## src/afdpi_pkg.sv

```systemverilog
// afd packet inserter: shared constants, register map, packet layout
// assumes a single 125 MHz video parallel clock for all users
package afdpi_pkg;

  // ----------------------------------------------------------------
  // register bus
  // ----------------------------------------------------------------
  localparam int unsigned ADDR_W = 8;
  localparam int unsigned DATA_W = 32;
  localparam logic [7:0] OFS_CTRL       = 8'h00;
  localparam logic [7:0] OFS_AFD        = 8'h04;
  localparam logic [7:0] OFS_FLAGS      = 8'h08;
  localparam logic [7:0] OFS_BAR1       = 8'h0C;
  localparam logic [7:0] OFS_BAR2       = 8'h10;
  localparam logic [7:0] OFS_LINE       = 8'h14;
  localparam logic [7:0] OFS_SAMPLE     = 8'h18;
  localparam logic [7:0] OFS_LINE_LIM   = 8'h1C;
  localparam logic [7:0] OFS_SAMPLE_LIM = 8'h20;
  localparam logic [7:0] OFS_STATUS     = 8'h24;

  // ----------------------------------------------------------------
  // field layout and reset values
  // ----------------------------------------------------------------
  localparam int unsigned LINE_W   = 11;
  localparam int unsigned SAMPLE_W = 12;
  localparam int unsigned CNT_W    = 16;
  localparam int unsigned CTRL_PAR_BIT  = 2;
  localparam int unsigned CTRL_CHAN_BIT = 3;
  localparam int unsigned AFD_AR_BIT    = 4;
  localparam int unsigned ST_DONE_BIT   = 2;
  localparam int unsigned ST_CNT_LSB    = 16;
  localparam logic [LINE_W-1:0]   LINE_RST       = 11'h009;
  localparam logic [SAMPLE_W-1:0] SAMPLE_RST     = 12'h000;
  localparam logic [LINE_W-1:0]   LINE_LIM_RST   = 11'h029;
  localparam logic [SAMPLE_W-1:0] SAMPLE_LIM_RST = 12'h780;

  // ----------------------------------------------------------------
  // packet layout: flag, did, sdid, dc, 8 user words, checksum
  // ----------------------------------------------------------------
  localparam int unsigned WORD_W = 10;
  localparam int unsigned IDX_W  = 4;
  localparam logic [9:0] ADF_ZERO = 10'h000;
  localparam logic [9:0] ADF_ONES = 10'h3FF;
  localparam logic [7:0] AFD_DID  = 8'h41;
  localparam logic [7:0] AFD_SDID = 8'h05;
  localparam logic [7:0] AFD_DC   = 8'h08;
  localparam logic [IDX_W-1:0] IDX_DID  = 4'h3;
  localparam logic [IDX_W-1:0] IDX_SDID = 4'h4;
  localparam logic [IDX_W-1:0] IDX_DC   = 4'h5;
  localparam logic [IDX_W-1:0] IDX_UDW0 = 4'h6;
  localparam logic [IDX_W-1:0] IDX_UDW3 = 4'h9;
  localparam logic [IDX_W-1:0] IDX_UDW4 = 4'hA;
  localparam logic [IDX_W-1:0] IDX_UDW5 = 4'hB;
  localparam logic [IDX_W-1:0] IDX_UDW6 = 4'hC;
  localparam logic [IDX_W-1:0] IDX_UDW7 = 4'hD;
  localparam logic [IDX_W-1:0] IDX_CS   = 4'hE;
  localparam logic [SAMPLE_W:0] PKT_LEN = 13'h000F;

  // payload output modes
  typedef enum logic [1:0] {
    AFDPI_OUT_OFF    = 2'h0,
    AFDPI_OUT_CONT   = 2'h1,
    AFDPI_OUT_SINGLE = 2'h2
  } afdpi_mode_t;

endpackage : afdpi_pkg

```

## src/afdpi_mem_if.sv

```systemverilog
// afd packet inserter: link between the controller and the packet store
// assumes both ends on the same clock
`timescale 1ns/1ps
`default_nettype none
interface afdpi_mem_if;
  import afdpi_pkg::*;
  logic              we;
  logic [IDX_W-1:0]  waddr;
  logic [WORD_W-1:0] wdata;
  logic [IDX_W-1:0]  raddr;
  logic [WORD_W-1:0] rdata;
  modport ctl (output we, output waddr, output wdata, output raddr, input rdata);
  modport mem (input we, input waddr, input wdata, input raddr, output rdata);
endinterface : afdpi_mem_if
`default_nettype wire

```

## src/afdpi_word_mem.sv

```systemverilog
// afd packet inserter: sixteen word packet store, registered read
// assumes writer and reader share clk_sys_i and the clock enable
`timescale 1ns/1ps
`default_nettype none
module afdpi_word_mem (
  input  wire logic clk_sys_i,
  input  wire logic ce_i,
  afdpi_mem_if.mem  port
);
  import afdpi_pkg::*;

  logic [WORD_W-1:0] mem_q [2**IDX_W];
  logic [WORD_W-1:0] rdata_q;

  // storage has no reset: builder fills it before insertion is allowed
  always_ff @(posedge clk_sys_i) begin
    if (ce_i) begin
      if (port.we) begin
        mem_q[port.waddr] <= port.wdata;
      end
      rdata_q <= mem_q[port.raddr];
    end
  end

  assign port.rdata = rdata_q;

endmodule : afdpi_word_mem
`default_nettype wire

```

## src/afdpi_inserter.sv

```systemverilog
// afd packet inserter: register file, packet builder and video inserter
// assumes video words and their position tags arrive on clk_sys_i from logic
`timescale 1ns/1ps
`default_nettype none
module afdpi_inserter (
  input  wire logic                           clk_sys_i,
  input  wire logic                           rst_n_i,
  input  wire logic                           ce_i,
  input  wire logic [afdpi_pkg::ADDR_W-1:0]   reg_addr_i,
  input  wire logic [afdpi_pkg::DATA_W-1:0]   reg_wdata_i,
  input  wire logic                           reg_wr_i,
  input  wire logic                           reg_rd_i,
  output logic      [afdpi_pkg::DATA_W-1:0]   reg_rdata_o,
  input  wire logic                           vid_valid_i,
  input  wire logic [afdpi_pkg::WORD_W-1:0]   vid_luma_i,
  input  wire logic [afdpi_pkg::WORD_W-1:0]   vid_chroma_i,
  input  wire logic [afdpi_pkg::LINE_W-1:0]   vid_line_i,
  input  wire logic [afdpi_pkg::SAMPLE_W-1:0] vid_sample_i,
  input  wire logic                           vid_active_i,
  input  wire logic                           vid_protect_i,
  output logic                                vid_valid_o,
  output logic      [afdpi_pkg::WORD_W-1:0]   vid_luma_o,
  output logic      [afdpi_pkg::WORD_W-1:0]   vid_chroma_o,
  output logic                                vid_ins_o
);
  import afdpi_pkg::*;

  // ----------------------------------------------------------------
  // helpers
  // ----------------------------------------------------------------
  // even parity into bit 8, inverse into bit 9
  function automatic logic [WORD_W-1:0] with_parity(input logic [7:0] b, input logic auto_par);
    logic p;
    p = ^b;
    with_parity = auto_par ? {~p, p, b} : {2'b00, b};
  endfunction : with_parity

  function automatic logic [DATA_W-1:0] zext16(input logic [CNT_W-1:0] v);
    zext16 = {{(DATA_W-CNT_W){1'b0}}, v};
  endfunction : zext16

  // ----------------------------------------------------------------
  // register file
  // ----------------------------------------------------------------
  afdpi_mode_t         mode_q,  mode_d;
  logic                par_q,   par_d;
  logic                chan_q,  chan_d;
  logic [3:0]          code_q,  code_d;
  logic                aspect_ratio_bit_q, aspect_ratio_bit_d;
  logic [3:0]          flags_q, flags_d;
  logic [15:0]         bar1_q,  bar1_d;
  logic [15:0]         bar2_q,  bar2_d;
  logic [LINE_W-1:0]   line_q,  line_d;
  logic [SAMPLE_W-1:0] samp_q,  samp_d;
  logic [LINE_W-1:0]   llim_q,  llim_d;
  logic [SAMPLE_W-1:0] slim_q,  slim_d;
  logic                done_q,  done_d;
  logic [DATA_W-1:0]   rdata_q, rdata_d;
  logic                dirty_q, dirty_d;
  logic                pkt_end;      // last packet word taken this cycle
  logic                ready_q;
  logic                busy_q;
  logic [CNT_W-1:0]    icnt_q;
  logic                bld_start;    // builder leaves idle this cycle
  logic                hit;          // packet starts on this sample

  // decode, write effects and read mux
  always_comb begin
    mode_d = mode_q;  par_d = par_q;  chan_d = chan_q;
    code_d = code_q;  aspect_ratio_bit_d = aspect_ratio_bit_q;
    flags_d = flags_q;  bar1_d = bar1_q;  bar2_d = bar2_q;
    line_d = line_q;  samp_d = samp_q;  llim_d = llim_q;  slim_d = slim_q;
    done_d = done_q;  rdata_d = '0;
    // a payload write in the build start cycle sets dirty again below
    dirty_d = dirty_q && !bld_start;
    if (reg_wr_i) begin
      if (reg_addr_i == OFS_CTRL) begin
        mode_d = afdpi_mode_t'(reg_wdata_i[1:0]);
        par_d  = reg_wdata_i[CTRL_PAR_BIT];
        chan_d = reg_wdata_i[CTRL_CHAN_BIT];
        dirty_d = 1'b1;
      end else if (reg_addr_i == OFS_AFD) begin
        code_d = reg_wdata_i[3:0];
        aspect_ratio_bit_d = reg_wdata_i[AFD_AR_BIT];
        dirty_d = 1'b1;
      end else if (reg_addr_i == OFS_FLAGS) begin
        flags_d = reg_wdata_i[3:0];
        dirty_d = 1'b1;
      end else if (reg_addr_i == OFS_BAR1) begin
        bar1_d = reg_wdata_i[15:0];
        dirty_d = 1'b1;
      end else if (reg_addr_i == OFS_BAR2) begin
        bar2_d = reg_wdata_i[15:0];
        dirty_d = 1'b1;
      end else if (reg_addr_i == OFS_LINE) begin
        line_d = reg_wdata_i[LINE_W-1:0];
      end else if (reg_addr_i == OFS_SAMPLE) begin
        samp_d = reg_wdata_i[SAMPLE_W-1:0];
      end else if (reg_addr_i == OFS_LINE_LIM) begin
        llim_d = reg_wdata_i[LINE_W-1:0];
      end else if (reg_addr_i == OFS_SAMPLE_LIM) begin
        slim_d = reg_wdata_i[SAMPLE_W-1:0];
      end else if (reg_addr_i == OFS_STATUS) begin
        if (reg_wdata_i[ST_DONE_BIT]) begin
          done_d = 1'b0;               // write one to clear
        end
      end
    end
    // single shot falls back to off once sent; hardware wins over a write
    if (pkt_end && mode_q == AFDPI_OUT_SINGLE) begin
      mode_d = AFDPI_OUT_OFF;
      done_d = 1'b1;
    end
    if (reg_rd_i) begin
      if (reg_addr_i == OFS_CTRL) begin
        rdata_d = {{(DATA_W-4){1'b0}}, chan_q, par_q, mode_q};
      end else if (reg_addr_i == OFS_AFD) begin
        rdata_d = {{(DATA_W-5){1'b0}}, aspect_ratio_bit_q, code_q};
      end else if (reg_addr_i == OFS_FLAGS) begin
        rdata_d = {{(DATA_W-4){1'b0}}, flags_q};
      end else if (reg_addr_i == OFS_BAR1) begin
        rdata_d = zext16(bar1_q);
      end else if (reg_addr_i == OFS_BAR2) begin
        rdata_d = zext16(bar2_q);
      end else if (reg_addr_i == OFS_LINE) begin
        rdata_d = {{(DATA_W-LINE_W){1'b0}}, line_q};
      end else if (reg_addr_i == OFS_SAMPLE) begin
        rdata_d = {{(DATA_W-SAMPLE_W){1'b0}}, samp_q};
      end else if (reg_addr_i == OFS_LINE_LIM) begin
        rdata_d = {{(DATA_W-LINE_W){1'b0}}, llim_q};
      end else if (reg_addr_i == OFS_SAMPLE_LIM) begin
        rdata_d = {{(DATA_W-SAMPLE_W){1'b0}}, slim_q};
      end else if (reg_addr_i == OFS_STATUS) begin
        rdata_d = {icnt_q, {(ST_CNT_LSB-3){1'b0}}, done_q, busy_q, ready_q};
      end
    end
  end

  // auto parity is the reset choice
  always_ff @(posedge clk_sys_i or negedge rst_n_i) begin
    if (!rst_n_i) begin
      mode_q <= AFDPI_OUT_OFF;  par_q <= 1'b1;  chan_q <= 1'b0;
      code_q <= '0;  aspect_ratio_bit_q <= 1'b0;  flags_q <= '0;
      bar1_q <= '0;  bar2_q <= '0;
      line_q <= LINE_RST;  samp_q <= SAMPLE_RST;
      llim_q <= LINE_LIM_RST;  slim_q <= SAMPLE_LIM_RST;
      done_q <= 1'b0;  rdata_q <= '0;  dirty_q <= 1'b1;
    end else if (ce_i) begin
      mode_q <= mode_d;  par_q <= par_d;  chan_q <= chan_d;
      code_q <= code_d;  aspect_ratio_bit_q <= aspect_ratio_bit_d;  flags_q <= flags_d;
      bar1_q <= bar1_d;  bar2_q <= bar2_d;
      line_q <= line_d;  samp_q <= samp_d;  llim_q <= llim_d;  slim_q <= slim_d;
      done_q <= done_d;  rdata_q <= rdata_d;
      dirty_q <= dirty_d;
    end
  end

  assign reg_rdata_o = rdata_q;

  // ----------------------------------------------------------------
  // packet builder: refreshes the store when payload settings change
  // ----------------------------------------------------------------
  typedef enum logic {AFDPI_BLD_IDLE, AFDPI_BLD_RUN} afdpi_bld_t;
  afdpi_bld_t        bst_q,  bst_d;
  logic [IDX_W-1:0]  bidx_q, bidx_d;
  logic [8:0]        csum_q, csum_d;
  logic              ready_d;
  logic [7:0]        byte_v;
  logic [WORD_W-1:0] word_v;
  afdpi_mem_if       mif ();

  // building never overlaps a packet on the wire
  assign bld_start = (bst_q == AFDPI_BLD_IDLE) && dirty_q && !busy_q && !hit;

  always_comb begin
    bst_d = bst_q;  bidx_d = bidx_q;  csum_d = csum_q;  ready_d = ready_q;
    byte_v = 8'h00;
    word_v = '0;
    if (bidx_q == IDX_DID) begin
      byte_v = AFD_DID;
    end else if (bidx_q == IDX_SDID) begin
      byte_v = AFD_SDID;
    end else if (bidx_q == IDX_DC) begin
      byte_v = AFD_DC;
    end else if (bidx_q == IDX_UDW0) begin
      byte_v = {1'b0, code_q, aspect_ratio_bit_q, 2'b00};
    end else if (bidx_q == IDX_UDW3) begin
      byte_v = {flags_q, 4'h0};
    end else if (bidx_q == IDX_UDW4) begin
      byte_v = bar1_q[15:8];
    end else if (bidx_q == IDX_UDW5) begin
      byte_v = bar1_q[7:0];
    end else if (bidx_q == IDX_UDW6) begin
      byte_v = bar2_q[15:8];
    end else if (bidx_q == IDX_UDW7) begin
      byte_v = bar2_q[7:0];
    end
    if (bidx_q == 4'h0) begin
      word_v = ADF_ZERO;
    end else if (bidx_q < IDX_DID) begin
      word_v = ADF_ONES;
    end else if (bidx_q == IDX_CS) begin
      // checksum bit 9 inverts bit 8
      word_v = {~csum_q[8], csum_q};
    end else begin
      word_v = with_parity(byte_v, par_q);
    end
    case (bst_q)
      AFDPI_BLD_IDLE: begin
        if (bld_start) begin
          bst_d = AFDPI_BLD_RUN;  bidx_d = '0;  csum_d = '0;  ready_d = 1'b0;
        end
      end
      AFDPI_BLD_RUN: begin
        // nine-bit sum did through last payload word
        if (bidx_q >= IDX_DID && bidx_q < IDX_CS) begin
          csum_d = csum_q + word_v[8:0];
        end
        bidx_d = bidx_q + 4'h1;
        if (bidx_q == IDX_CS) begin
          bst_d = AFDPI_BLD_IDLE;  ready_d = 1'b1;
        end
      end
      default: bst_d = AFDPI_BLD_IDLE;
    endcase
  end

  always_ff @(posedge clk_sys_i or negedge rst_n_i) begin
    if (!rst_n_i) begin
      bst_q <= AFDPI_BLD_IDLE;  bidx_q <= '0;  csum_q <= '0;  ready_q <= 1'b0;
    end else if (ce_i) begin
      bst_q <= bst_d;  bidx_q <= bidx_d;  csum_q <= csum_d;  ready_q <= ready_d;
    end
  end

  assign mif.we    = (bst_q == AFDPI_BLD_RUN);
  assign mif.waddr = bidx_q;
  assign mif.wdata = word_v;

  afdpi_word_mem u_mem (
    .clk_sys_i (clk_sys_i),
    .ce_i      (ce_i),
    .port      (mif.mem)
  );

  // ----------------------------------------------------------------
  // inserter on the video path
  // ----------------------------------------------------------------
  logic              busy_d;
  logic [IDX_W-1:0]  idx_q,  idx_d;
  logic [CNT_W-1:0]  icnt_d;
  logic              in_range, take;
  logic              s1_valid_q, s1_ins_q;
  logic [WORD_W-1:0] s1_luma_q, s1_chroma_q;
  logic              o_valid_q, o_ins_q;
  logic [WORD_W-1:0] o_luma_q, o_chroma_q, o_luma_d, o_chroma_d;

  // placement must fit inside the format's ancillary space
  assign in_range = (line_q <= llim_q) && (({1'b0, samp_q} + PKT_LEN) <= {1'b0, slim_q});
  // start at the chosen spot while a mode is armed
  assign hit  = !busy_q && ready_q && (mode_q != AFDPI_OUT_OFF) && in_range && vid_valid_i
                && vid_active_i && (vid_line_i == line_q) && (vid_sample_i == samp_q);
  // audio and crc words pass; the packet slides past them
  assign take = (busy_q || hit) && vid_valid_i && vid_active_i && !vid_protect_i;
  assign pkt_end   = take && (idx_q == IDX_CS);
  assign mif.raddr = idx_q;

  always_comb begin
    busy_d = busy_q;  idx_d = idx_q;  icnt_d = icnt_q;
    if (hit) begin
      busy_d = 1'b1;
    end
    if (take) begin
      idx_d = idx_q + 4'h1;
    end
    if (pkt_end) begin
      busy_d = 1'b0;  idx_d = '0;  icnt_d = icnt_q + 16'h0001;
    end else if (busy_q && vid_valid_i && !vid_active_i) begin
      // line ran out before the packet fit: drop the rest, never touch timing words
      busy_d = 1'b0;  idx_d = '0;
    end
  end

  // output mux: store data arrive one cycle after the read address
  always_comb begin
    o_luma_d   = s1_luma_q;
    o_chroma_d = s1_chroma_q;
    if (s1_ins_q && !chan_q) begin
      o_luma_d = mif.rdata;
    end else if (s1_ins_q) begin
      o_chroma_d = mif.rdata;
    end
  end

  always_ff @(posedge clk_sys_i or negedge rst_n_i) begin
    if (!rst_n_i) begin
      busy_q <= 1'b0;  idx_q <= '0;  icnt_q <= '0;
      s1_valid_q <= 1'b0;  s1_ins_q <= 1'b0;  s1_luma_q <= '0;  s1_chroma_q <= '0;
      o_valid_q <= 1'b0;  o_ins_q <= 1'b0;  o_luma_q <= '0;  o_chroma_q <= '0;
    end else if (ce_i) begin
      busy_q <= busy_d;  idx_q <= idx_d;  icnt_q <= icnt_d;
      s1_valid_q <= vid_valid_i;  s1_ins_q <= take;
      s1_luma_q <= vid_luma_i;  s1_chroma_q <= vid_chroma_i;
      o_valid_q <= s1_valid_q;  o_ins_q <= s1_ins_q;
      o_luma_q <= o_luma_d;  o_chroma_q <= o_chroma_d;
    end
  end

  assign vid_valid_o  = o_valid_q;
  assign vid_ins_o    = o_ins_q;
  assign vid_luma_o   = o_luma_q;
  assign vid_chroma_o = o_chroma_q;

endmodule : afdpi_inserter
`default_nettype wire

```

## config.mk

```make
export PLATFORM = sky130hd
export DESIGN_NAME = afdpi_inserter
export DESIGN_NICKNAME = d
export VERILOG_FILES = /design/src/afdpi_pkg.sv /design/src/afdpi_mem_if.sv /design/src/afdpi_word_mem.sv /design/src/afdpi_inserter.sv
export SDC_FILE = /design/constraint.sdc
export NUM_CORES = 1
export LEC_CHECK = 0
export BUFFER_PORTS_ARGS = -buffer_cell sky130_fd_sc_hd__buf_2
export CAP_MARGIN = 20
export CORE_ASPECT_RATIO = 1.4
export CORE_MARGIN = 5
export CORE_UTILIZATION = 55
export CTS_BUF_LIST = sky130_fd_sc_hd__clkbuf_16
export DETAILED_ROUTE_END_ITERATION = 8
export GPL_ROUTABILITY_DRIVEN = 0
export GPL_TIMING_DRIVEN = 0
export PLACE_DENSITY = 0.72
export SLEW_MARGIN = 20
export SYNTH_ARGS = -nofsm -noshare
export SYNTH_HDL_FRONTEND = slang
export SYNTH_HIERARCHICAL = 1
export SYNTH_SLANG_ARGS = --single-unit
```

## constraint.sdc

```tcl
create_clock -name clk_sys_i -period 7.9 [get_ports clk_sys_i]
set_input_delay 0.79 -clock clk_sys_i [delete_from_list [all_inputs] [get_ports clk_sys_i]]
set_output_delay 0.79 -clock clk_sys_i [all_outputs]
set_load 0.05 [all_outputs]
```

=== Word level (Yosys, flattened, before mapping) ===
Memories as Yosys holds them, arrays and structs flattened. A register that Yosys moved wholly into a read port is not among the register bits.
Index checks and enable logic that the tools add are counted.

* RAM bits: 160
* Logic and storage cells: 211
* Bits in registers: 205
* Bits of input ports: 91
* Memories: 1

{| class="wikitable"
|+ Memory list
! name !! words !! bits a word !! read ports !! clocked after memory_dff !! write ports !! line !! RTL
|-
| u_mem.mem_q || 16 || 10 || 1 || 1 || 1 || afdpi_word_mem.sv:12 || <nowiki>logic [WORD_W-1:0] mem_q [2**IDX_W];</nowiki>
|}

* Equality and inequality tests: 35
* Magnitude comparators: 5
* Reduce and logical (&&, ||, !) cells: 55
* Add/subtract/negate cells: 5
* Bitwise logic cells: 11
* Muxes and demuxes: 69

{| class="wikitable"
|+ Operators by type and width
! operator !! count
|-
| 32-bit 2-to-1 mux || 11
|-
| 8-bit 2-to-1 mux || 9
|-
| 10-bit 2-to-1 mux || 7
|-
| 8-bit by 5-bit equality test with 1-bit output (second input constant) || 4
|-
| 1-bit 2-to-1 mux || 29
|-
| 4-bit equality test (second input constant) || 7
|-
| 1-bit logical AND || 21
|-
| 9-bit 2-to-1 mux || 2
|-
| 9-bit case mux with 2 select lines || 1
|-
| 16-bit by 1-bit adder with 16-bit output (second input constant) || 1
|-
| 8-bit by 4-bit equality test with 1-bit output (second input constant) || 2
|-
| 8-bit by 6-bit equality test with 1-bit output (second input constant) || 2
|-
| 4-bit 2-to-1 mux || 4
|-
| 12-bit by 4-bit adder with 13-bit output (second input constant) || 1
|-
| 13-bit by 12-bit <= comparator with 1-bit output || 1
|-
| 13-bit AND reduction || 1
|-
| 12-bit equality test || 1
|-
| 4-bit by 3-bit equality test with 1-bit output (second input constant) || 3
|-
| 2-bit by 1-bit inequality test with 1-bit output (second input constant) || 6
|-
| 2-bit inequality test (second input constant) || 6
|-
| 3-bit AND reduction || 4
|-
| 11-bit equality test || 1
|-
| 11-bit <= comparator || 1
|-
| 1-bit NOT || 11
|-
| 27 further kinds || 44
|}

=== Logic depth before layout (Yosys ltp) ===
Gate-level depths: netlist (run 1).

* Depth after elaboration: 19
* Depth in mapped cells: 21
* Depth with buffers taken out: 20

=== Hierarchy ===
Netlist (run 1), hierarchy kept.

{| class="wikitable"
|+ Modules (own cells, without submodules)
! module !! cells an instance !! area an instance (um^2) !! instances !! sequential area each (um^2)
|-
| afdpi_inserter || 1115 || 11240.8 || 1 || 5143.7
|-
| afdpi_word_mem || 280 || 6398.6 || 1 || 5104.9
|}

=== Worst setup path after synthesis (run 1) ===
OpenSTA, ideal clock, no wires.

* Path kind: flip-flop to flip-flop
* Start: reg bidx_q[0]
* End: reg csum_q[8]
* Setup slack: 3.426 ns
* Stages on the path, launching flop included: 19
* Clock period less this slack: 4.474 ns
* Arrival time: 4.409 ns
* Cells stage by stage: dfrtp_1 inv_1 ha_1 buf_2 buf_2 nand3_1 clkbuf_1 o21ai_0 a31oi_1 ha_1 a21o_1 a21oi_2 nor2b_1 o21a_1 o41ai_2 xnor2_1 or4b_2 mux2i_1 a211o_1

* Elaborated cells on any way between the ends: 34
* Classes of those cells: add/sub (1); order compare (3); eq/ne (11); mux (15); reduce/logical (4)

{| class="wikitable"
|+ RTL lines
! item !! line !! RTL
|-
| from (decl) || afdpi_inserter.sv:165 || <nowiki>logic [IDX_W-1:0] bidx_q, bidx_d;</nowiki>
|-
| from (signal assigned) || afdpi_inserter.sv:232 || <nowiki>bst_q <= bst_d; bidx_q <= bidx_d; csum_q <= csum_d; ready_q <= ready_d;</nowiki>
|-
| 4-bit equality test || afdpi_inserter.sv:195 || <nowiki>end else if (bidx_q == IDX_UDW7) begin</nowiki>
|-
| 8-bit 2-to-1 mux || afdpi_inserter.sv:195 ||
|-
| 8-bit 2-to-1 mux || afdpi_inserter.sv:193 || <nowiki>end else if (bidx_q == IDX_UDW6) begin</nowiki>
|-
| 8-bit 2-to-1 mux || afdpi_inserter.sv:191 || <nowiki>end else if (bidx_q == IDX_UDW5) begin</nowiki>
|-
| 8-bit 2-to-1 mux || afdpi_inserter.sv:189 || <nowiki>end else if (bidx_q == IDX_UDW4) begin</nowiki>
|-
| 8-bit 2-to-1 mux || afdpi_inserter.sv:187 || <nowiki>end else if (bidx_q == IDX_UDW3) begin</nowiki>
|-
| 8-bit 2-to-1 mux || afdpi_inserter.sv:185 || <nowiki>end else if (bidx_q == IDX_UDW0) begin</nowiki>
|-
| 8-bit 2-to-1 mux || afdpi_inserter.sv:183 || <nowiki>end else if (bidx_q == IDX_DC) begin</nowiki>
|-
| (+2 left out) || n/a ||
|-
| 10-bit 2-to-1 mux || afdpi_inserter.sv:35 || <nowiki>with_parity = auto_par ? {~p, p, b} : {2'b00, b};</nowiki>
|-
| 10-bit 2-to-1 mux || afdpi_inserter.sv:202 || <nowiki>end else if (bidx_q == IDX_CS) begin</nowiki>
|-
| 10-bit 2-to-1 mux || afdpi_inserter.sv:200 || <nowiki>end else if (bidx_q < IDX_DID) begin</nowiki>
|-
| 10-bit 2-to-1 mux (*) || afdpi_inserter.sv:198 || <nowiki>if (bidx_q == 4'h0) begin</nowiki>
|-
| net mif.wdata[2] || afdpi_mem_if.sv:9 || <nowiki>logic [WORD_W-1:0] wdata;</nowiki>
|-
| 9-bit adder (*) || afdpi_inserter.sv:217 || <nowiki>csum_d = csum_q + word_v[8:0];</nowiki>
|-
| 9-bit 2-to-1 mux (*) || afdpi_inserter.sv:216 || <nowiki>if (bidx_q >= IDX_DID && bidx_q < IDX_CS) begin</nowiki>
|-
| 9-bit case mux with 2 select lines (*) || afdpi_inserter.sv:208 || <nowiki>case (bst_q)</nowiki>
|-
| to (signal assigned) || afdpi_inserter.sv:232 ||
|-
| to (decl) || afdpi_inserter.sv:166 || <nowiki>logic [8:0] csum_q, csum_d;</nowiki>
|}

Mark *: on every way through the listed nets, which the timed path passes. The rest lies on a longest branch. The select of a mux whose other input is x is not followed.
A chain may end at the register's enable or synchronous reset.

=== Worst setup path in the final report (run 1) ===
* Start: reg bidx_q[1]
* End: reg csum_q[8]

Same word-level chain as after synthesis.

==> qor.txt, run 1 <==
post-CTS setup buffers - 0
CTS Buf Count - 37
Syn Area/Cell - 12.6 um^2
net load switching power - 0.00173 W
DR pass1 iterations - 5
die height - 222 um
Pint - 0.00393 W
Fin Setup TNS - 0 ns
CP Max Fanout - 17
type of origin of the critical path - register
final worst path period need - 5.61 ns
pre-CTS setup slack - 2.33 ns
clock root buffer - clkbuf_16
FMAX - 178 MHz
switching fraction of total power - 30.6%
Rows - 77
r2r endpoint - csum_q[8]
worst vdd ir - 217 uV
GR Overflow Total - 0
DP Area - 19000 um^2
CTS tree - done
initial antenna violation count - 1
CTS max path bufs - 3
Worst EP required - 8.38 ns
DP HPWL - 32.7 mm
CP endpoint - csum_q[8]
final instance area - 20200 um^2
synthesis warning total - 6
final setup violation count - 0
share of layout cells above drive strength 1 - 24.3%
arrival time worst endpoint - 6.09 ns
number of global-route vias before repair - 12600
highest-delay cell along the critical path - or4b_2
most numerous cell in the Yosys netlist - dfrtp_1
Nets - 1699
drc violations - 0
Critical Path Sink Type - register
routed vias - 12100
IO Pins - 145
port bufs - 125
die area - 35800 um^2
largest net degree at the start of global routing - 97
worst r2r src - bidx_q[1]
Worst Max-Slew Pin Slew - 1.04 ns
Mapped Nets - 1526
share of the synthesized area in the top cell type - 28.9%
DR vias/cell - 6.08
clk slew on worst S/H paths - 0.06 ns
final core occ - 63.9%
H-tree depth - 2
Synth top cells by count - dfrtp_1 (194), edfxtp_1 (170), nand2_1 (111)
Worst-Skew Late Latency - 0.54 ns
crit-path cells - inv_1 > ha_1 > buf_6 > clkbuf_1 > nor3b_1 > clkbuf_1 > a21oi_2 > ha_1 > fa_1 > a21o_1 > a21oi_2 > nor2b_1 > o21a_1 > o41ai_2 > xnor2_1 > or4b_2 > mux2i_1 > a211o_1
number of synthesized flops with an enable pin - 170
Final Max Slew Viols - 0
Final Hold Viols - 0
Initial DRC Count - 919
Detail Route Antenna Nets - 0
multi-input logic area - 6870 um^2
Rel. slew slack - 30.5%
Leak - 8.48 nW
overall routing resource usage - 24.9%
register area - 10200 um^2
setup ws final - 2.29 ns
critical path type - reg -> reg
Mapped Area - 17600 um^2
crit-path max cell delay - 0.63 ns
cts hold-fix bufs - 0
#FFs+latches synth - 375
Synth area leader - edfxtp_1
clock sink count - 375
CP Launch Point - bidx_q[1]
final non-filler cell total - 1993
synthesis-to-finish area growth - 14.5%
sequential power share - 44.5%
Resize count post-CTS - 0
top cells by area, synth - edfxtp_1 (29%), dfrtp_1 (28%), mux2_2 (5.9%)
core outline area - 31600 um^2
Chip Width - 161 um
Clk pwr share - 31.7%
asr flop ratio synth - 54.7%
hold crit path type - in -> async
first-pass GRT wire length - 70.0 mm
reg2reg path depth - 18
Routed wire per std cell - 22.5 um
Seq/Total Area, Yosys - 58.1%
crit share post-route - 71.0%
synthesized instance count - 1395
Max Cap Violations - 0
Top FF cell, synth - dfrtp_1
library cells used by synthesis - 79
total wire length - 44.8 mm
Comb power frac - 23.8%
Fillers - 2401
reg-to-reg setup timing slack - 2.29 ns
P per Cell Area - 280 nW/um^2
RSZ-0062 raised after global routing - false
Initial Utilization - 55.8%
worst clock skew - 0.0103 ns
Placed Cells incl. Taps - 1924
result of the run - completed
placed cells by master (no fill, tap or decap), types with 7 or more instances in the layout:
cell type / netlist / routed
dfrtp_1: 194 / 194
edfxtp_1: 170 / 170
buf_2: 14 / 138
nand2_1: 111 / 111
mux2_2: 92 / 92
nor2_1: 90 / 90
inv_1: 69 / 80
o21ai_0: 55 / 55
a21oi_1: 55 / 51
clkbuf_1: 40 / 40
mux4_2: 40 / 40
ha_1: 39 / 39
clkbuf_16: 0 / 38
xor2_1: 32 / 32
a22oi_1: 31 / 31
mux2i_1: 31 / 31
nand3_1: 30 / 30
xnor2_1: 27 / 27
o22ai_1: 20 / 20
nand4_1: 16 / 16
o21ai_1: 15 / 15
nor3_1: 18 / 14
nor2b_1: 12 / 12
a21o_1: 11 / 11
dfstp_2: 11 / 11
nand2b_1: 10 / 10
nor3_2: 6 / 10
a22o_1: 9 / 9
buf_1: 8 / 8
buf_6: 3 / 8
o21a_1: 8 / 8
nor4_1: 8 / 8
o211ai_1: 7 / 7
o32ai_1: 7 / 7
clkinv_2: 0 / 7
power by group through the flow:
stage / logic, W / clock network (W) / registers, W
CTS: 0.00135 / 0.00183 / 0.00251
detailed placement: 0.00134 / 0 / 0.00255
global placement: 0.00121 / 0 / 0.00255
global route: 0.00146 / 0.00191 / 0.00253
floorplan: 0.000830 / 0 / 0.00255
finish: 0.00135 / 0.00180 / 0.00252
kinds of logic (layout without fill, tap and decap cells):
| logic type | after synthesis | after routing | share of synthesized area [%] |
|---|---|---|---|
| other | 0 | 1 | 0 |
| multiplexers | 163 | 163 | 12.7 |
| XOR/XNOR | 60 | 60 | 3.06 |
| buffers and inverters | 139 | 341 | 3.27 |
| flip-flops | 375 | 375 | 58.1 |
| adder cells (fa/ha/maj) | 40 | 40 | 2.88 |
| AND/OR/NAND/NOR | 343 | 343 | 9.68 |
| AO/OA/AOI/OAI | 275 | 275 | 10.3 |
registers in the layout, indices dropped and copies added (netlist names), 10 cells and up:
| register | count |
|---|---|
| icnt_q | 16 |
| u_mem/port.rdata | 10 |
| reg_rdata_o | 32 |
| bar2_q | 16 |
| u_mem/mem_q | 160 |
| line_q | 11 |
| s1_luma_q | 10 |
| vid_chroma_o | 10 |
| s1_chroma_q | 10 |
| vid_luma_o | 10 |
| bar1_q | 16 |
| samp_q | 12 |
| llim_q | 11 |
| slim_q | 12 |
worst min-delay path by stage:
stage	slack [ns]	cells after the start	from	end
final	0.07	1	rst_n_i	line_q[8]
after global placement	0.47	1	icnt_q[15]	icnt_q[15]
after floorplan	0.45	1	icnt_q[15]	icnt_q[15]
after CTS	0.06	1	rst_n_i	reg_rdata_o[14]
after global routing	0.06	1	rst_n_i	line_q[8]
after detailed placement	0.47	1	icnt_q[15]	icnt_q[15]
cell type report:
type,count,area share (%)
buffer,69,1.55
inverter,70,1.30
multi-input combinational,881,34.0
clock inverter,30,1.44
clock buffer,38,4.71
tap,395,2.45
sequential,375,50.7
antenna,1,0.0124
timing repair buffer,134,3.77
metal layers:
metal  track usage, %  wire [um]
met3             3.65       2070
met5                0          0
met2             44.2      23200
met1             29.1      16700
met4             13.2       2800
worst max-delay path: cells and delay by family, from the launching register on:
| family | cells | cell delay [ns] |
|---|---|---|
| adders and majority gates | 3 | 0.89 |
| buffers and inverters | 4 | 1.24 |
| muxes | 1 | 0.14 |
| and+or+nand+nor | 3 | 1.17 |
| DFF | 1 | 0.58 |
| xor gates and xnor gates | 1 | 0.19 |
| AOI/OAI and AO/OA | 6 | 1.34 |
per-stage QoR:
stage | total power (W) | hold WS [ns]
2_1_floorplan | 0.00338 | 0.446
3_3_place_gp | 0.00375 | 0.469
3_5_place_dp | 0.00389 | 0.466
4_1_cts | 0.00569 | 0.0553
5_1_grt | 0.00590 | 0.0620
6_report | 0.00566 | 0.0655
No activity file was read; power rests on OpenSTA's default activity.
==> inputs of run 2 (changes only) <==
--- a/config.mk
+++ b/config.mk
@@ -5,6 +5,7 @@
 export SDC_FILE = /design/constraint.sdc
 export NUM_CORES = 1
 export LEC_CHECK = 0
+export ABC_AREA = 1
 export BUFFER_PORTS_ARGS = -buffer_cell sky130_fd_sc_hd__buf_2
 export CAP_MARGIN = 20
 export CORE_ASPECT_RATIO = 1.4
@@ -14,7 +15,7 @@
 export DETAILED_ROUTE_END_ITERATION = 8
 export GPL_ROUTABILITY_DRIVEN = 0
 export GPL_TIMING_DRIVEN = 0
-export PLACE_DENSITY = 0.72
+export PLACE_DENSITY = 0.75
 export SLEW_MARGIN = 20
 export SYNTH_ARGS = -nofsm -noshare
 export SYNTH_HDL_FRONTEND = slang
==> constraint.sdc (replaced) <==
create_clock -name clk_sys_i -period 4.95 [get_ports clk_sys_i]
set_input_delay 0.495 -clock clk_sys_i [delete_from_list [all_inputs] [get_ports clk_sys_i]]
set_output_delay 0.495 -clock clk_sys_i [all_outputs]
set_load 0.05 [all_outputs]
==> run 2 against run 1 <==
- total power increased by 93%
- combinational power increased to 2.8 times the previous value
- wire length increased by 19%
- cell count increased by 42%
- non-clock buffer count increased by 15
- fmax increased by 28%
- die area increased by 6.9%
- via count increased by 31%
- sequential power increased by 70%
- highest routed layer unchanged
==> qor.txt, run 2 <==
result of the run - completed
CTS Buf Count - 36 (-2.7%)
Critical Path Sink Type - register
Worst Max-Slew Pin Slew - 1.06 ns (+0.0167 ns)
initial antenna violation count - 1 (unchanged)
CP Max Fanout - 17 (unchanged)
final setup violation count - 0 (unchanged)
Min-Delay Endpoint - s1_chroma_q[6]
worst hold path stage count - 3
DP Area - 20300 um^2 (+7.1%)
crit-path max cell delay - 0.74 ns (+0.11 ns)
most used cell, CP - nand2_1
DR pass1 iterations - 8 (+3)
library cells used by synthesis - 63 (-20%)
synthesis warning total - 6 (unchanged)
overall routing resource usage - 27.4% (+2.5 points)
reg2reg path depth - 25 (+7)
Detail Route Antenna Nets - 0 (unchanged)
worst r2r src - bidx_q[1]
asr flop ratio synth - 54.7% (unchanged)
Initial Utilization - 55.6% (-0.21 points)
final core occ - 63.3% (-0.66 points)
IO Pins - 145 (unchanged)
first-pass GRT wire length - 83.7 mm (+20%)
hold_sp - vid_chroma_i[6]
Rows - 80 (+3.9%)
register area - 10200 um^2 (unchanged)
arrival time worst endpoint - 4.85 ns (-1.24 ns)
final instance area - 21500 um^2 (+6.6%)
P per Cell Area - 509 nW/um^2 (+82%)
drc violations - 0 (unchanged)
Final Hold Viols - 0 (unchanged)
Max Cap Violations - 0 (unchanged)
Top reg by flops - u_mem/mem_q
post-CTS setup buffers - 0 (unchanged)
reg-to-reg setup timing slack - 0.58 ns (-1.71 ns)
worst clock skew - 0.0183 ns (+0.00805 ns)
share of layout cells above drive strength 1 - 13.4% (-11 points)
Synth area leader - edfxtp_1
Resize count post-CTS - 0 (unchanged)
final worst path period need - 4.37 ns (-1.24 ns)
Chip Width - 167 um (+3.4%)
Syn Area/Cell - 8.72 um^2 (-31%)
RSZ-0062 raised after global routing - false
critical path type - reg -> reg
crit share post-route - 88.3% (+17 points)
buffer and inverter count on the worst path - 3 (-1)
synthesized instance count - 2169 (+55%)
clock sink count - 375 (unchanged)
CTS max path bufs - 3 (unchanged)
clk slew on worst S/H paths - 0.07 ns (about the same)
GR Overflow Total - 0 (unchanged)
Mapped Area - 18900 um^2 (+7.3%)
Top FF cell, synth - dfrtp_1
CP Launch Point - bidx_q[1]
routed vias - 15900 (+31%)
Leak - 10.1 nW (+20%)
H-tree depth - 2 (unchanged)
die area - 38300 um^2 (+6.9%)
FMAX - 229 MHz (+28%)
type of origin of the critical path - register
Worst-Skew Late Latency - 0.54 ns (about the same)
total wire length - 53.2 mm (+19%)
final hold slack - 0.158 ns (+0.0925 ns)
#FFs+latches synth - 375 (unchanged)
port bufs - 128 (+2.4%)
highest-delay cell along the critical path - a21oi_2
most numerous cell in the Yosys netlist - nand2_1
number of global-route vias before repair - 15800 (+25%)
largest net degree at the start of global routing - 87 (-10%)
Nets - 2476 (+46%)
r2r endpoint - csum_q[8]
hold crit path type - in -> reg
top cells by area, synth - edfxtp_1 (27%), dfrtp_1 (26%), nand2_1 (12%)
Seq/Total Area, Yosys - 54.2% (-3.9 points)
cts hold-fix bufs - 1 (+1)
clock root buffer - clkbuf_16
Rel. slew slack - 29.4% (-1.1 points)
DR vias/cell - 5.62 (-7.6%)
Synth top cells by count - nand2_1 (612), inv_1 (289), dfrtp_1 (194)
most frequent cells in the layout - nand2_1 (612), inv_1 (296), dfrtp_1 (194)
multi-input logic area - 7080 um^2 (+3.1%)
Routed wire per std cell - 18.8 um (-16%)
number of synthesized flops with an enable pin - 170 (unchanged)
Final Max Slew Viols - 0 (unchanged)
Largest register FFs - 160 (unchanged)
commonest non-fill, non-tap cell in the layout - nand2_1
Placed Cells incl. Taps - 2757 (+43%)
final non-filler cell total - 2823 (+42%)
family with the most delay on the worst path - simple AND/OR/NAND/NOR gates
Worst EP required - 5.43 ns (-2.95 ns)
CTS tree - done
core outline area - 34000 um^2 (+7.7%)
Initial DRC Count - 1318 (+43%)
Mapped Nets - 2300 (+51%)
share of the synthesized area in the top cell type - 27.0% (-2.0 points)
synthesis-to-finish area growth - 13.8%
worst vdd ir - 294 uV (+36%)
die height - 229 um (+3.4%)
DP HPWL - 39.4 mm (+21%)
Fillers - 2878 (+20%)
## run 2: layout make-up
cell class | instances | share of cell area [%]
sequential | 375 | 47.6
clock inverter | 26 | 1.19
clock buffer | 38 | 4.42
multi-input combinational | 1408 | 32.9
inverter | 306 | 5.37
buffer | 80 | 2.18
tap | 451 | 2.62
antenna | 1 | 0.0116
timing repair buffer | 138 | 3.71
## run 2: report_power, final
part	internal [W]	switching (W)	leakage, nW
Combinational	0.00115	0.00266	5.39
Sequential	0.00408	0.000199	4.13
Clock	0.00166	0.00120	0.622
Total	0.00689	0.00406	10.1
## run 2: worst register-to-register path: cells and delay by family (launching register included)
kind | cells | cell delay, ns
buffers and inverters | 3 | 0.38
flip-flops | 1 | 0.47
AO/OA/AOI/OAI | 5 | 1.17
AND/OR/NAND/NOR | 13 | 1.26
adder cells (fa/ha/maj) | 3 | 0.85
XOR/XNOR | 1 | 0.19
## run 2: cells by family after synthesis
kind of cell,count (synthesis),share of synthesized area (%)
AND/OR/NAND/NOR,992,22.6
buffers and inverters,386,8.59
flip-flops,375,54.2
AO/OA/AOI/OAI,325,9.48
XOR/XNOR,42,1.98
adder cells (fa/ha/maj),40,2.68
multiplexers,9,0.502
## run 2: worst max-delay path by stage
stage	to	slack (ns)	depth (start not counted)
2_1_floorplan	csum_q[8]	1.32	26
3_3_place_gp	csum_q[5]	-0.02	1
3_5_place_dp	csum_q[8]	0.60	22
4_1_cts	csum_q[8]	0.54	22
5_1_grt	csum_q[8]	0.09	22
6_report	csum_q[8]	0.58	25
## run 2: metrics by stage
stage | total power [W] | TNS (ns) | setup WS (ns)
3_5_place_dp | 0.00811 | 0 | 0.603
5_1_grt | 0.0115 | 0 | 0.0888
6_report | 0.0110 | 0 | 0.579
4_1_cts | 0.0110 | 0 | 0.542
2_1_floorplan | 0.00667 | 0 | 1.32
3_3_place_gp | 0.00778 | -0.917 | -0.0166
## run 2: routing by layer
layer,wire length (um),up-vias,global-route usage (%)
met2,27400,674,48.9
met3,3010,196,3.21
met1,19400,7554,31.4
li1,-,7436,-
met4,3430,0,16.3
met5,0,-,0
